## src/cdwg_params.svh

```systemverilog
// Register offsets, field positions, reset values and timing figures of the waveform generator.
`ifndef CDWG_PARAMS_SVH
`define CDWG_PARAMS_SVH

// ==========================================================================
// Register byte offsets
`define CDWG_OFF_CTRL0 8'h00
`define CDWG_OFF_CTRL1 8'h04
`define CDWG_OFF_RISE_DB 8'h08
`define CDWG_OFF_FALL_DB 8'h0c
`define CDWG_OFF_SHUTDOWN 8'h10
`define CDWG_OFF_STATUS 8'h14

// ==========================================================================
// Field positions of control_reg_zero
`define CDWG_C0_ENABLE 7
`define CDWG_C0_OE_B 6
`define CDWG_C0_OE_A 5
`define CDWG_C0_POL_B 4
`define CDWG_C0_POL_A 3
`define CDWG_C0_CLK_SEL 0

// ==========================================================================
// Field positions of control_reg_one and shutdown_control_reg
`define CDWG_C1_LVL_B 6
`define CDWG_C1_LVL_A 4
`define CDWG_C1_SRC_HI 1
`define CDWG_C1_SRC_LO 0
`define CDWG_SD_STATE 7
`define CDWG_SD_AUTO_RESTART 6
`define CDWG_SD_SEL_PIN 1
`define CDWG_SD_SEL_CELL 0

// ==========================================================================
// Widths and reset values
`define CDWG_DB_WIDTH 6
`define CDWG_CTRL_RESET 8'h00
`define CDWG_DB_RESET 6'h00

// ==========================================================================
// Clock rates in MHz; the fast oscillator tick is derived from them
`define CDWG_PCLK_MHZ 125
`define CDWG_FAST_OSC_MHZ 16

`endif

```

## src/cdwg_pkg.sv

```systemverilog
// Types shared by the waveform generator design files.
package cdwg_pkg;

  typedef enum logic [1:0] {
    CDWG_SRC_PWM_ONE,
    CDWG_SRC_PWM_TWO,
    CDWG_SRC_OSC,
    CDWG_SRC_CELL
  } cdwg_src_e;

  typedef enum logic [2:0] {
    CDWG_WS_IDLE,
    CDWG_WS_RISE_DB,
    CDWG_WS_A_ON,
    CDWG_WS_FALL_DB,
    CDWG_WS_B_ON
  } cdwg_wave_e;

endpackage

```

## src/cdwg_top.sv

```systemverilog
// Complementary waveform generator with dead band, auto-shutdown and an APB register slave.
//
// Local design decisions: the register addresses and the APB slave port.
`timescale 1ns/10ps
`include "cdwg_params.svh"
module cdwg_top #(
  parameter int DB_WIDTH = `CDWG_DB_WIDTH
) (
  input wire logic pclk,
  input wire logic presetn,
  input wire logic psel,
  input wire logic penable,
  input wire logic pwrite,
  input wire logic [7:0] paddr,
  input wire logic [31:0] pwdata,
  output logic [31:0] prdata,
  output logic pready,
  output logic pslverr,
  input wire logic pwm_one_output,
  input wire logic pwm_two_output,
  input wire logic oscillator_output,
  input wire logic logic_cell_output,
  input wire logic fault_input_pin,
  output logic primary_output,
  output logic primary_output_oe,
  output logic complementary_output,
  output logic complementary_output_oe,
  output logic fast_osc_request
);

  // ==========================================================================
  // APB slave
  logic pready_ff;
  logic pslverr_ff;
  logic [31:0] prdata_ff;
  logic setup;
  logic access;
  logic wr_en;
  logic addr_hit;
  logic [31:0] rd_mux;

  logic [7:0] ctrl0_ff;
  logic [7:0] ctrl1_ff;
  logic [DB_WIDTH-1:0] rise_db_ff;
  logic [DB_WIDTH-1:0] fall_db_ff;
  logic ase_ff;
  logic arsen_ff;
  logic sel_cell_ff;
  logic sel_pin_ff;
  logic [7:0] status;

  assign setup = psel && !penable;
  assign access = psel && penable && pready_ff;
  assign wr_en = access && pwrite;

  always_comb begin
    addr_hit = 1'b1;
    rd_mux = 32'h0000_0000;
    case (paddr)
      `CDWG_OFF_CTRL0: begin
        rd_mux[7:0] = ctrl0_ff;
      end
      `CDWG_OFF_CTRL1: begin
        rd_mux[7:0] = ctrl1_ff;
      end
      `CDWG_OFF_RISE_DB: begin
        rd_mux[DB_WIDTH-1:0] = rise_db_ff;
      end
      `CDWG_OFF_FALL_DB: begin
        rd_mux[DB_WIDTH-1:0] = fall_db_ff;
      end
      `CDWG_OFF_SHUTDOWN: begin
        rd_mux[`CDWG_SD_STATE] = ase_ff;
        rd_mux[`CDWG_SD_AUTO_RESTART] = arsen_ff;
        rd_mux[`CDWG_SD_SEL_PIN] = sel_pin_ff;
        rd_mux[`CDWG_SD_SEL_CELL] = sel_cell_ff;
      end
      `CDWG_OFF_STATUS: begin
        rd_mux[7:0] = status;
      end
      default: begin
        addr_hit = 1'b0;
      end
    endcase
  end

  // The answer is set up during the setup phase, so every access ends in its first cycle.
  always_ff @(posedge pclk or negedge presetn) begin
    if (!presetn) begin
      pready_ff <= 1'b0;
      pslverr_ff <= 1'b0;
      prdata_ff <= 32'h0000_0000;
    end else begin
      pready_ff <= setup;
      pslverr_ff <= setup && !addr_hit;
      prdata_ff <= (setup && !pwrite) ? rd_mux : 32'h0000_0000;
    end
  end

  assign prdata = prdata_ff;
  assign pready = pready_ff;
  assign pslverr = pslverr_ff;

  // ==========================================================================
  // Configuration registers
  always_ff @(posedge pclk or negedge presetn) begin
    if (!presetn) begin
      ctrl0_ff <= `CDWG_CTRL_RESET;
      ctrl1_ff <= `CDWG_CTRL_RESET;
      rise_db_ff <= `CDWG_DB_RESET;
      fall_db_ff <= `CDWG_DB_RESET;
      arsen_ff <= 1'b0;
      sel_cell_ff <= 1'b0;
      sel_pin_ff <= 1'b0;
    end else if (wr_en) begin
      case (paddr)
        `CDWG_OFF_CTRL0: begin
          ctrl0_ff <= pwdata[7:0] & 8'hf9;
        end
        `CDWG_OFF_CTRL1: begin
          ctrl1_ff <= pwdata[7:0] & 8'h53;
        end
        `CDWG_OFF_RISE_DB: begin
          rise_db_ff <= pwdata[DB_WIDTH-1:0];
        end
        `CDWG_OFF_FALL_DB: begin
          fall_db_ff <= pwdata[DB_WIDTH-1:0];
        end
        `CDWG_OFF_SHUTDOWN: begin
          arsen_ff <= pwdata[`CDWG_SD_AUTO_RESTART];
          sel_pin_ff <= pwdata[`CDWG_SD_SEL_PIN];
          sel_cell_ff <= pwdata[`CDWG_SD_SEL_CELL];
        end
        default: begin
        end
      endcase
    end
  end

  logic en;
  logic oe_a;
  logic oe_b;
  logic pol_a;
  logic pol_b;
  logic clk_sel;
  logic lvl_a;
  logic lvl_b;
  cdwg_pkg::cdwg_src_e src_sel;

  assign en = ctrl0_ff[`CDWG_C0_ENABLE];
  assign oe_a = ctrl0_ff[`CDWG_C0_OE_A];
  assign oe_b = ctrl0_ff[`CDWG_C0_OE_B];
  assign pol_a = ctrl0_ff[`CDWG_C0_POL_A];
  assign pol_b = ctrl0_ff[`CDWG_C0_POL_B];
  assign clk_sel = ctrl0_ff[`CDWG_C0_CLK_SEL];
  assign lvl_a = ctrl1_ff[`CDWG_C1_LVL_A];
  assign lvl_b = ctrl1_ff[`CDWG_C1_LVL_B];
  assign src_sel = cdwg_pkg::cdwg_src_e'(ctrl1_ff[`CDWG_C1_SRC_HI:`CDWG_C1_SRC_LO]);

  // ==========================================================================
  // Module clock tick: every cycle, or a fractional divider down to the fast oscillator
  localparam logic [6:0] OSC_STEP = 7'(`CDWG_FAST_OSC_MHZ);
  localparam logic [6:0] OSC_MOD = 7'(`CDWG_PCLK_MHZ);
  logic [6:0] osc_acc_ff;
  logic [7:0] osc_sum;
  logic osc_tick;
  logic mod_tick;

  assign osc_sum = {1'b0, osc_acc_ff} + {1'b0, OSC_STEP};
  assign osc_tick = osc_sum >= {1'b0, OSC_MOD};
  assign mod_tick = clk_sel ? osc_tick : 1'b1;

  always_ff @(posedge pclk or negedge presetn) begin
    if (!presetn) begin
      osc_acc_ff <= 7'h00;
    end else if (osc_tick) begin
      osc_acc_ff <= 7'(osc_sum - {1'b0, OSC_MOD});
    end else begin
      osc_acc_ff <= osc_sum[6:0];
    end
  end

  // ==========================================================================
  // Input synchronisation, source selection and edge detection
  logic [4:0] sync_in;
  logic [4:0] sync_out;
  logic src_now;
  logic src_q_ff;
  logic rise_evt;
  logic fall_evt;
  logic sd_in;
  logic sd_active;

  assign sync_in = {fault_input_pin, logic_cell_output, oscillator_output,
                    pwm_two_output, pwm_one_output};

  cdwg_sync #(.WIDTH(5)) u_sync (
    .pclk(pclk),
    .presetn(presetn),
    .din(sync_in),
    .dout(sync_out)
  );

  always_comb begin
    case (src_sel)
      cdwg_pkg::CDWG_SRC_PWM_ONE: src_now = sync_out[0];
      cdwg_pkg::CDWG_SRC_PWM_TWO: src_now = sync_out[1];
      cdwg_pkg::CDWG_SRC_OSC: src_now = sync_out[2];
      cdwg_pkg::CDWG_SRC_CELL: src_now = sync_out[3];
      default: src_now = 1'b0;
    endcase
  end

  always_ff @(posedge pclk or negedge presetn) begin
    if (!presetn) begin
      src_q_ff <= 1'b0;
    end else begin
      src_q_ff <= src_now;
    end
  end

  // Edges are seen on pclk, so the dead band is short by at most one tick.
  assign rise_evt = src_now && !src_q_ff;
  assign fall_evt = !src_now && src_q_ff;

  // ==========================================================================
  // Shutdown state
  logic sw_set;
  logic sw_clr;
  logic auto_clr;
  logic nxt_ase;

  assign sd_in = (sel_cell_ff && sync_out[3]) || (sel_pin_ff && sync_out[4]);
  assign sd_active = ase_ff || sd_in;
  assign sw_set = wr_en && (paddr == `CDWG_OFF_SHUTDOWN) && pwdata[`CDWG_SD_STATE];
  assign sw_clr = wr_en && (paddr == `CDWG_OFF_SHUTDOWN) && !pwdata[`CDWG_SD_STATE] &&
                  !sd_in;
  assign auto_clr = arsen_ff && !sd_in;
  // A setting event wins over any clear in the same cycle.
  assign nxt_ase = sd_in || sw_set || (ase_ff && !sw_clr && !auto_clr);

  always_ff @(posedge pclk or negedge presetn) begin
    if (!presetn) begin
      ase_ff <= 1'b0;
    end else begin
      ase_ff <= nxt_ase;
    end
  end

  // ==========================================================================
  // Dead-band counters and waveform state
  cdwg_pkg::cdwg_wave_e wave_ff;
  cdwg_pkg::cdwg_wave_e nxt_wave;
  logic running;
  logic rise_done;
  logic fall_done;
  logic rise_start;
  logic fall_start;

  assign running = en && !sd_active;
  assign rise_start = running && rise_evt;
  assign fall_start = running && fall_evt && (wave_ff != cdwg_pkg::CDWG_WS_IDLE);

  cdwg_deadband #(.WIDTH(DB_WIDTH)) u_rise_db (
    .pclk(pclk),
    .presetn(presetn),
    .start(rise_start),
    .run(wave_ff == cdwg_pkg::CDWG_WS_RISE_DB),
    .tick(mod_tick),
    .limit(rise_db_ff),
    .done(rise_done)
  );

  cdwg_deadband #(.WIDTH(DB_WIDTH)) u_fall_db (
    .pclk(pclk),
    .presetn(presetn),
    .start(fall_start),
    .run(wave_ff == cdwg_pkg::CDWG_WS_FALL_DB),
    .tick(mod_tick),
    .limit(fall_db_ff),
    .done(fall_done)
  );

  always_comb begin
    nxt_wave = wave_ff;
    if (!running) begin
      nxt_wave = cdwg_pkg::CDWG_WS_IDLE;
    end else if (rise_start) begin
      nxt_wave = rise_done ? cdwg_pkg::CDWG_WS_A_ON : cdwg_pkg::CDWG_WS_RISE_DB;
    end else if (fall_start) begin
      nxt_wave = fall_done ? cdwg_pkg::CDWG_WS_B_ON : cdwg_pkg::CDWG_WS_FALL_DB;
    end else begin
      case (wave_ff)
        cdwg_pkg::CDWG_WS_RISE_DB: begin
          if (rise_done) begin
            nxt_wave = cdwg_pkg::CDWG_WS_A_ON;
          end
        end
        cdwg_pkg::CDWG_WS_FALL_DB: begin
          if (fall_done) begin
            nxt_wave = cdwg_pkg::CDWG_WS_B_ON;
          end
        end
        default: begin
        end
      endcase
    end
  end

  always_ff @(posedge pclk or negedge presetn) begin
    if (!presetn) begin
      wave_ff <= cdwg_pkg::CDWG_WS_IDLE;
    end else begin
      wave_ff <= nxt_wave;
    end
  end

  logic drv_a;
  logic drv_b;
  assign drv_a = wave_ff == cdwg_pkg::CDWG_WS_A_ON;
  assign drv_b = wave_ff == cdwg_pkg::CDWG_WS_B_ON;

  // ==========================================================================
  // Pin drive
  always_ff @(posedge pclk or negedge presetn) begin
    if (!presetn) begin
      primary_output <= 1'b0;
      complementary_output <= 1'b0;
      primary_output_oe <= 1'b0;
      complementary_output_oe <= 1'b0;
      fast_osc_request <= 1'b0;
    end else begin
      primary_output_oe <= en && oe_a;
      complementary_output_oe <= en && oe_b;
      if (!en) begin
        primary_output <= 1'b0;
        complementary_output <= 1'b0;
      end else if (sd_active) begin
        primary_output <= lvl_a;
        complementary_output <= lvl_b;
      end else begin
        primary_output <= pol_a ? drv_a : !drv_a;
        complementary_output <= pol_b ? drv_b : !drv_b;
      end
      fast_osc_request <= en && clk_sel;
    end
  end

  assign status = {2'b00, drv_b, drv_a, (wave_ff != cdwg_pkg::CDWG_WS_IDLE),
                   sd_active, sd_in, src_now};
endmodule // cdwg_top

```

## src/cdwg_sync.sv

```systemverilog
// Two-stage synchroniser for a vector of independent level inputs.
`timescale 1ns/10ps
module cdwg_sync #(
  parameter int WIDTH = 5
) (
  input wire logic pclk,
  input wire logic presetn,
  input wire logic [WIDTH-1:0] din,
  output logic [WIDTH-1:0] dout
);

  logic [WIDTH-1:0] stage1_ff;
  logic [WIDTH-1:0] stage2_ff;

  genvar gi;
  generate
    for (gi = 0; gi < WIDTH; gi++) begin : g_bit
      always_ff @(posedge pclk or negedge presetn) begin
        if (!presetn) begin
          stage1_ff[gi] <= 1'b0;
          stage2_ff[gi] <= 1'b0;
        end else begin
          stage1_ff[gi] <= din[gi];
          stage2_ff[gi] <= stage1_ff[gi];
        end
      end
    end
  endgenerate

  assign dout = stage2_ff;

endmodule // cdwg_sync

```

## src/cdwg_deadband.sv

```systemverilog
// Dead-band counter that counts module clock ticks from zero up to a programmed limit.
`timescale 1ns/10ps
module cdwg_deadband #(
  parameter int WIDTH = 6
) (
  input wire logic pclk,
  input wire logic presetn,
  input wire logic start,
  input wire logic run,
  input wire logic tick,
  input wire logic [WIDTH-1:0] limit,
  output logic done
);

  logic [WIDTH:0] cnt_ff;
  logic [WIDTH:0] nxt_cnt;
  logic [WIDTH:0] cnt_plus;

  assign cnt_plus = cnt_ff + {{WIDTH{1'b0}}, 1'b1};

  // A zero limit finishes in the cycle of the edge itself.
  assign done = (start && (limit == '0)) ||
                (!start && run && tick && (cnt_plus == {1'b0, limit}));

  always_comb begin
    nxt_cnt = cnt_ff;
    if (start) begin
      nxt_cnt = '0;
    end else if (run && tick) begin
      nxt_cnt = cnt_plus;
    end
  end

  always_ff @(posedge pclk or negedge presetn) begin
    if (!presetn) begin
      cnt_ff <= '0;
    end else begin
      cnt_ff <= nxt_cnt;
    end
  end

endmodule // cdwg_deadband

```

## config.mk

```make
export PLATFORM = sky130hd
export DESIGN_NAME = cdwg_top
export DESIGN_NICKNAME = d
export VERILOG_FILES = /design/src/cdwg_pkg.sv /design/src/cdwg_top.sv /design/src/cdwg_sync.sv /design/src/cdwg_deadband.sv
export VERILOG_INCLUDE_DIRS = /design/src
export SDC_FILE = /design/constraint.sdc
export NUM_CORES = 1
export LEC_CHECK = 0
export BUFFER_PORTS_ARGS = -buffer_cell sky130_fd_sc_hd__buf_2
export CAP_MARGIN = 20
export CORE_MARGIN = 5
export CORE_UTILIZATION = 49
export DETAILED_ROUTE_END_ITERATION = 16
export GPL_ROUTABILITY_DRIVEN = 0
export HOLD_SLACK_MARGIN = 0.03
export PLACE_DENSITY = 0.8
export SETUP_SLACK_MARGIN = 0.1
export SKIP_CTS_REPAIR_TIMING = 1
export SLEW_MARGIN = 20
export SYNTH_ARGS = -nofsm -noshare
export SYNTH_HDL_FRONTEND = slang
export SYNTH_SLANG_ARGS = --single-unit
```

## constraint.sdc

```tcl
create_clock -name pclk -period 2.6 [get_ports pclk]
set_clock_uncertainty 0.1 [all_clocks]
set_input_delay 0.52 -clock pclk [delete_from_list [all_inputs] [get_ports pclk]]
set_output_delay 0.52 -clock pclk [all_outputs]
set_load 0.02 [all_outputs]
```

After elaboration in Yosys (flattened, before gate mapping)

Cells that the tools add are included.

Divide/modulo/power cells: 0
Order comparisons: 1
Add/subtract/negate cells: 4
Equal/unequal tests: 17
Reductions and logical operators: 68
Bitwise operators: 0
Multiplexer cells: 26
Multipliers: 0
Shift operators: 0

Operators with widths:

| operator                                                                            | count |
|---|---|
| 7-bit 2-to-1 mux                                                                    | 5 |
| 1-bit logical AND                                                                   | 34 |
| 4-bit one-hot mux with 5 select lines                                               | 1 |
| 3-bit 2-to-1 mux                                                                    | 6 |
| 8-bit by 4-bit equality test with 1-bit output, second input constant               | 2 |
| 8-bit by 5-bit equality test with 1-bit output, second input constant               | 2 |
| 7-bit by 1-bit adder with 7-bit output, second input constant                       | 2 |
| 7-bit by 6-bit equality test with 1-bit output                                      | 2 |
| 1-bit logical NOT                                                                   | 14 |
| 6-bit logical NOT                                                                   | 2 |
| 2-bit one-hot mux with 6 select lines                                               | 1 |
| 2-bit AND reduction                                                                 | 5 |
| 7-bit by 5-bit adder with 8-bit output, second input constant                       | 1 |
| 8-bit by 3-bit equality test with 1-bit output, second input constant               | 1 |
| 8-bit by 7-bit greater-or-equal comparator with 1-bit output, second input constant | 1 |
| 8-bit logical NOT                                                                   | 1 |
| 1-bit 2-to-1 mux                                                                    | 8 |
| 8-bit 2-to-1 mux                                                                    | 1 |
| 7-bit subtractor, second input constant                                             | 1 |
| 3-bit by 2-bit equality test with 1-bit output, second input constant               | 2 |
| 1-bit logical OR                                                                    | 6 |
| 2-bit one-hot mux with 3 select lines                                               | 1 |
| 3-bit one-hot mux with 2 select lines                                               | 1 |
| 6-bit OR reduction                                                                  | 1 |
| other kinds (13)                                                                    | 15 |

Logic and storage cells: 147
Bits in latches: 0
Register bits after elaboration: 76
Memory bits (writable): 0
ROM bits: 0
Memories: 0
Output and inout port bits: 39

Logic depth before layout (Yosys ltp)

Word-level depth: 17
Depth in mapped cells: 9
Mapped depth without buffers: 8

By module

A second synthesis with hierarchy kept.

Cells, all modules: 410
Area, all modules: 4217.8 um^2

By module, submodules not included:

| module        | area an instance (um^2) | seq. area each (um^2) | times used | cells an instance |
|---|---|---|---|---|
| cdwg_top      | 2939.1                  | 1301.2                | 1          | 280 |
| cdwg_deadband | 514.2                   | 175.2                 | 2          | 60 |
| cdwg_sync     | 250.2                   | 250.2                 | 1          | 10 |

Worst setup path after synthesis

Ideal clock, no wire load.

Path kind: register -> register
Start point: reg u_rise_db.cnt_ff[0]
End point: reg wave_ff[0]
Period minus slack after synthesis: 2.513 ns
Path buffers: 0
Arrival: 2.287 ns
Cell stages (with the launch flop): 8
Required time: 2.374 ns
Setup slack: 0.087 ns
Cell sequence: dfrtp_1 ha_1 xnor2_1 nand4_1 or4_4 o41ai_2 a21oi_2 a221o_1

Word-level cells in the longest chain between the ends: 7
Elaborated cells on any way between the ends: 9

RTL lines:

| item                                               | line                | source |
|---|---|---|
| start: declaration                                 | cdwg_deadband.sv:15 | `logic [WIDTH:0] cnt_ff;` |
| start signal: assignment                           | cdwg_deadband.sv:38 | `cnt_ff <= nxt_cnt;` |
| 7-bit by 1-bit adder with 7-bit output (*)         | cdwg_deadband.sv:19 | `assign cnt_plus = cnt_ff + {{WIDTH{1'b0}}, 1'b1};` |
| 7-bit by 6-bit equality test with 1-bit output (*) | cdwg_deadband.sv:23 | `(!start && run && tick && (cnt_plus == {1'b0, limit}));` |
| 1-bit logical AND (*)                              | cdwg_deadband.sv:23 |  |
| 1-bit logical OR (*)                               | cdwg_deadband.sv:22 | `assign done = (start && (limit == '0)) \|\|` |
| 2-bit 2-to-1 mux                                   | cdwg_top.sv:289     | `nxt_wave = rise_done ? cdwg_pkg::CDWG_WS_A_ON : cdwg_pkg::CDWG_WS_RISE_DB;` |
| 3-bit 2-to-1 mux                                   | cdwg_top.sv:288     | `end else if (rise_start) begin` |
| 3-bit 2-to-1 mux                                   | cdwg_top.sv:286     | `if (!running) begin` |
| end signal: assignment                             | cdwg_top.sv:312     | `wave_ff <= cdwg_pkg::CDWG_WS_IDLE;` |
| end signal: assignment                             | cdwg_top.sv:314     | `wave_ff <= nxt_wave;` |
| end: declaration                                   | cdwg_top.sv:252     | `cdwg_pkg::cdwg_wave_e wave_ff;` |

Every way passes the cells marked *; elsewhere a longest branch is shown, timed or not.
A chain may end at the register's enable or synchronous reset.

Worst setup path after layout

Start point: reg u_rise_db.cnt_ff[1]
End point: reg wave_ff[0]

The elaborated chain is that of the path after synthesis.

==> results.cfg <==
[run_status]
status = complete, no violations

[floorplanning]
die_w_um = 99.49
die_area_um2 = 9897
coreArea_um2 = 7767
ios = 89
start_util = 0.5052
rows = 32
die_h_um = 99.49

[worst_setup_path]
crit_fanout = 5
cp_data_arrival_time_ps = 2630
critPathRequiredTime_ps = 2740
start_kind = register
r2r_cells = 7
crit_type = reg2reg
r2r-end = wave_ff[0]
critPathCaptureType = register
reg2reg_from = u_rise_db.cnt_ff[1]
rrSetupSlack_ps = 110

[final_layout]
antenna_cells = 0
seqCellArea_um2 = 1903
fill_cells = 646
multi_input_area_um2 = 1882
final_layout_size_suffix_gt1_frac = 0.2891
nets = 473
area.growth.synth_to_final_pct = 15.08

[timing]
slew_headroom = 0.6140
slew_violations = 0
setup_viol = 0
fmax_mhz = 401.3
hold_ws_ps = 57.74
period_share = 0.9584
hold_viol = 0
setup_tns_ps = 0
worstMarginPinSlew_ps = 578.9
rsz0062_at_grt = yes
period_minus_slack_ps = 2492

[global_routing]
globalRouteTotalUtil = 0.1717
grt_pass1_wl_um = 13420
grt_max_degree = 46
overflow = 0
grt_pass1_vias = 2859
antenna_found_initial = 0

[detailed_routing]
routed_wl_um = 8231
drt_iter0_markers = 180
antenna_left = 0
drtPass1Iterations = 4
drc = 0
num_vias = 2839
wl_per_cell_um = 15.71
viasPerCell = 5.418

[flow_run]
max_cap_violations = 0

[yosys]
async_reset_ff_frac = 1.000
yosys.area.top_type = dfrtp_1
ys.flop_type = dfrtp_1
synth_seq_cells = 76
synth_top_area_frac = 0.4847
ys_seq_area_frac = 0.4847
synth-edff-count = 0
synthDistinctLibCells = 56
synth_area_um2 = 3924
ys.warnings.count = 0
synth.area.top_cells = dfrtp_1, mux2_2, buf_4, xnor2_1, xor2_1
syn_avg_cell_area_um2 = 11.05
syn_inst = 355

[clock_tree]
htreeDepth = 3
numCtsBuffers = 9
clkTransAtPathRegs_ps = 80
clockRootBuffer = clkbuf_8
clock_latency_ps = 360
cts_buffer_depth = 2
cts.sink_count = 76
tritoncts = yes

[min_path]
hp-class = in2async

[power]
ir_drop_mv = 0.2228
finalPower_mw = 2.262
p_leak_nw = 2.182
p_per_area_nw_per_um2 = 501.0

[placed_design]
portBuffers = 40
dp_hpwl_um = 6056
cell usage in the layout (no fill, tap or decap), types with 6 or more instances in the layout:
cell type and count:
nor2_1 31, dfrtp_1 75, xor2_1 16, a21oi_1 6
nand2_1 31, inv_1 8, clkbuf_8 10, and3_1 8
buf_2 39, mux2_2 29, conb_1 24, nand4_1 9
buf_4 20, mux2i_1 8, xnor2_1 16
logic make-up after synthesis:
| logic type | Yosys count | synth area share |
|---|---|---|
| and+or+nand+nor | 117 | 0.1553 |
| adders and majority gates | 6 | 0.01913 |
| muxes | 38 | 0.1094 |
| DFF | 76 | 0.4847 |
| AOI/OAI and AO/OA | 44 | 0.08802 |
| other | 1 | 0.0009557 |
| xor gates and xnor gates | 33 | 0.07366 |
| buffers and inverters | 40 | 0.06888 |
synthesized netlist by cell type, drive strengths merged, types with 8 or more instances:
library cell and count:
a21oi 8, and3 9, buf 25, dfrtp 76, inv 8, mux2 29
mux2i 8, nand2 31, nand4 9, nor2 31, xnor2 17, xor2 16
metal layers:
layer | share of wire | up-vias | GRT usage | wire [um]
met1 | 0.40 | 1378 | 0.2210 | 3265
li1 | - | 1329 | - | -
met2 | 0.50 | 117 | 0.2743 | 4151
met5 | 0 | - | 0 | 0
met3 | 0.081 | 15 | 0.04278 | 666
met4 | 0.018 | 0 | 0.07668 | 148
power by group:
part           internal [mW]  switching [mW]  total [mW]
sequential              1.19         0.00852        1.20
combinational         0.0332          0.0864       0.120
clock                  0.476           0.464       0.940
through the flow:
stage	instance area [um2]	utilization	setup slack [ps]	std cells
final	4516	0.5813	108.2	524
after CTS	4448	0.5726	36.20	521
after detailed placement	4240	0.5459	36.81	505
after global routing	4516	0.5813	45.96	524
after floorplan	4010	-	131.0	378
after global placement	4240	0.5459	84.88	505
how the worst max path moves through the flow:
stage / start / to / cells after the start
5_1_grt: u_rise_db.cnt_ff[1] / wave_ff[0] / 7
2_1_floorplan: paddr[0] / rise_db_ff[0] / 7
6_report: u_rise_db.cnt_ff[1] / wave_ff[0] / 7
3_3_place_gp: paddr[0] / rise_db_ff[4] / 7
4_1_cts: osc_acc_ff[4] / wave_ff[0] / 8
3_5_place_dp: paddr[0] / rise_db_ff[5] / 7
worst max-delay path: stages (launching register included):
cell	delay [ps]
dfrtp_2	450
ha_4	290
xnor2_2	100
nand4_1	110
or4_4	510
o41ai_4	400
a21oi_2	90
a221o_1	320
layout make-up:
| type | instances | share of cell area |
|---|---|---|
| Tap cell | 102 | 0.02826 |
| Clock inverter | 6 | 0.01552 |
| Sequential cell | 76 | 0.4214 |
| Multi-Input combinational cell | 262 | 0.4167 |
| Timing Repair Buffer | 60 | 0.08091 |
| Inverter | 8 | 0.006650 |
| Clock buffer | 10 | 0.03048 |
registers in the layout (all words and copies together), names as in the netlist, 5 cells and up:
register,flops
fall_db_ff,6
osc_acc_ff,7
rise_db_ff,6
ctrl0_ff,6
u_sync.stage1_ff,5
u_rise_db.cnt_ff,7
prdata,8
u_sync.dout,5
u_fall_db.cnt_ff,7
Power figures use the tool's default switching activity.
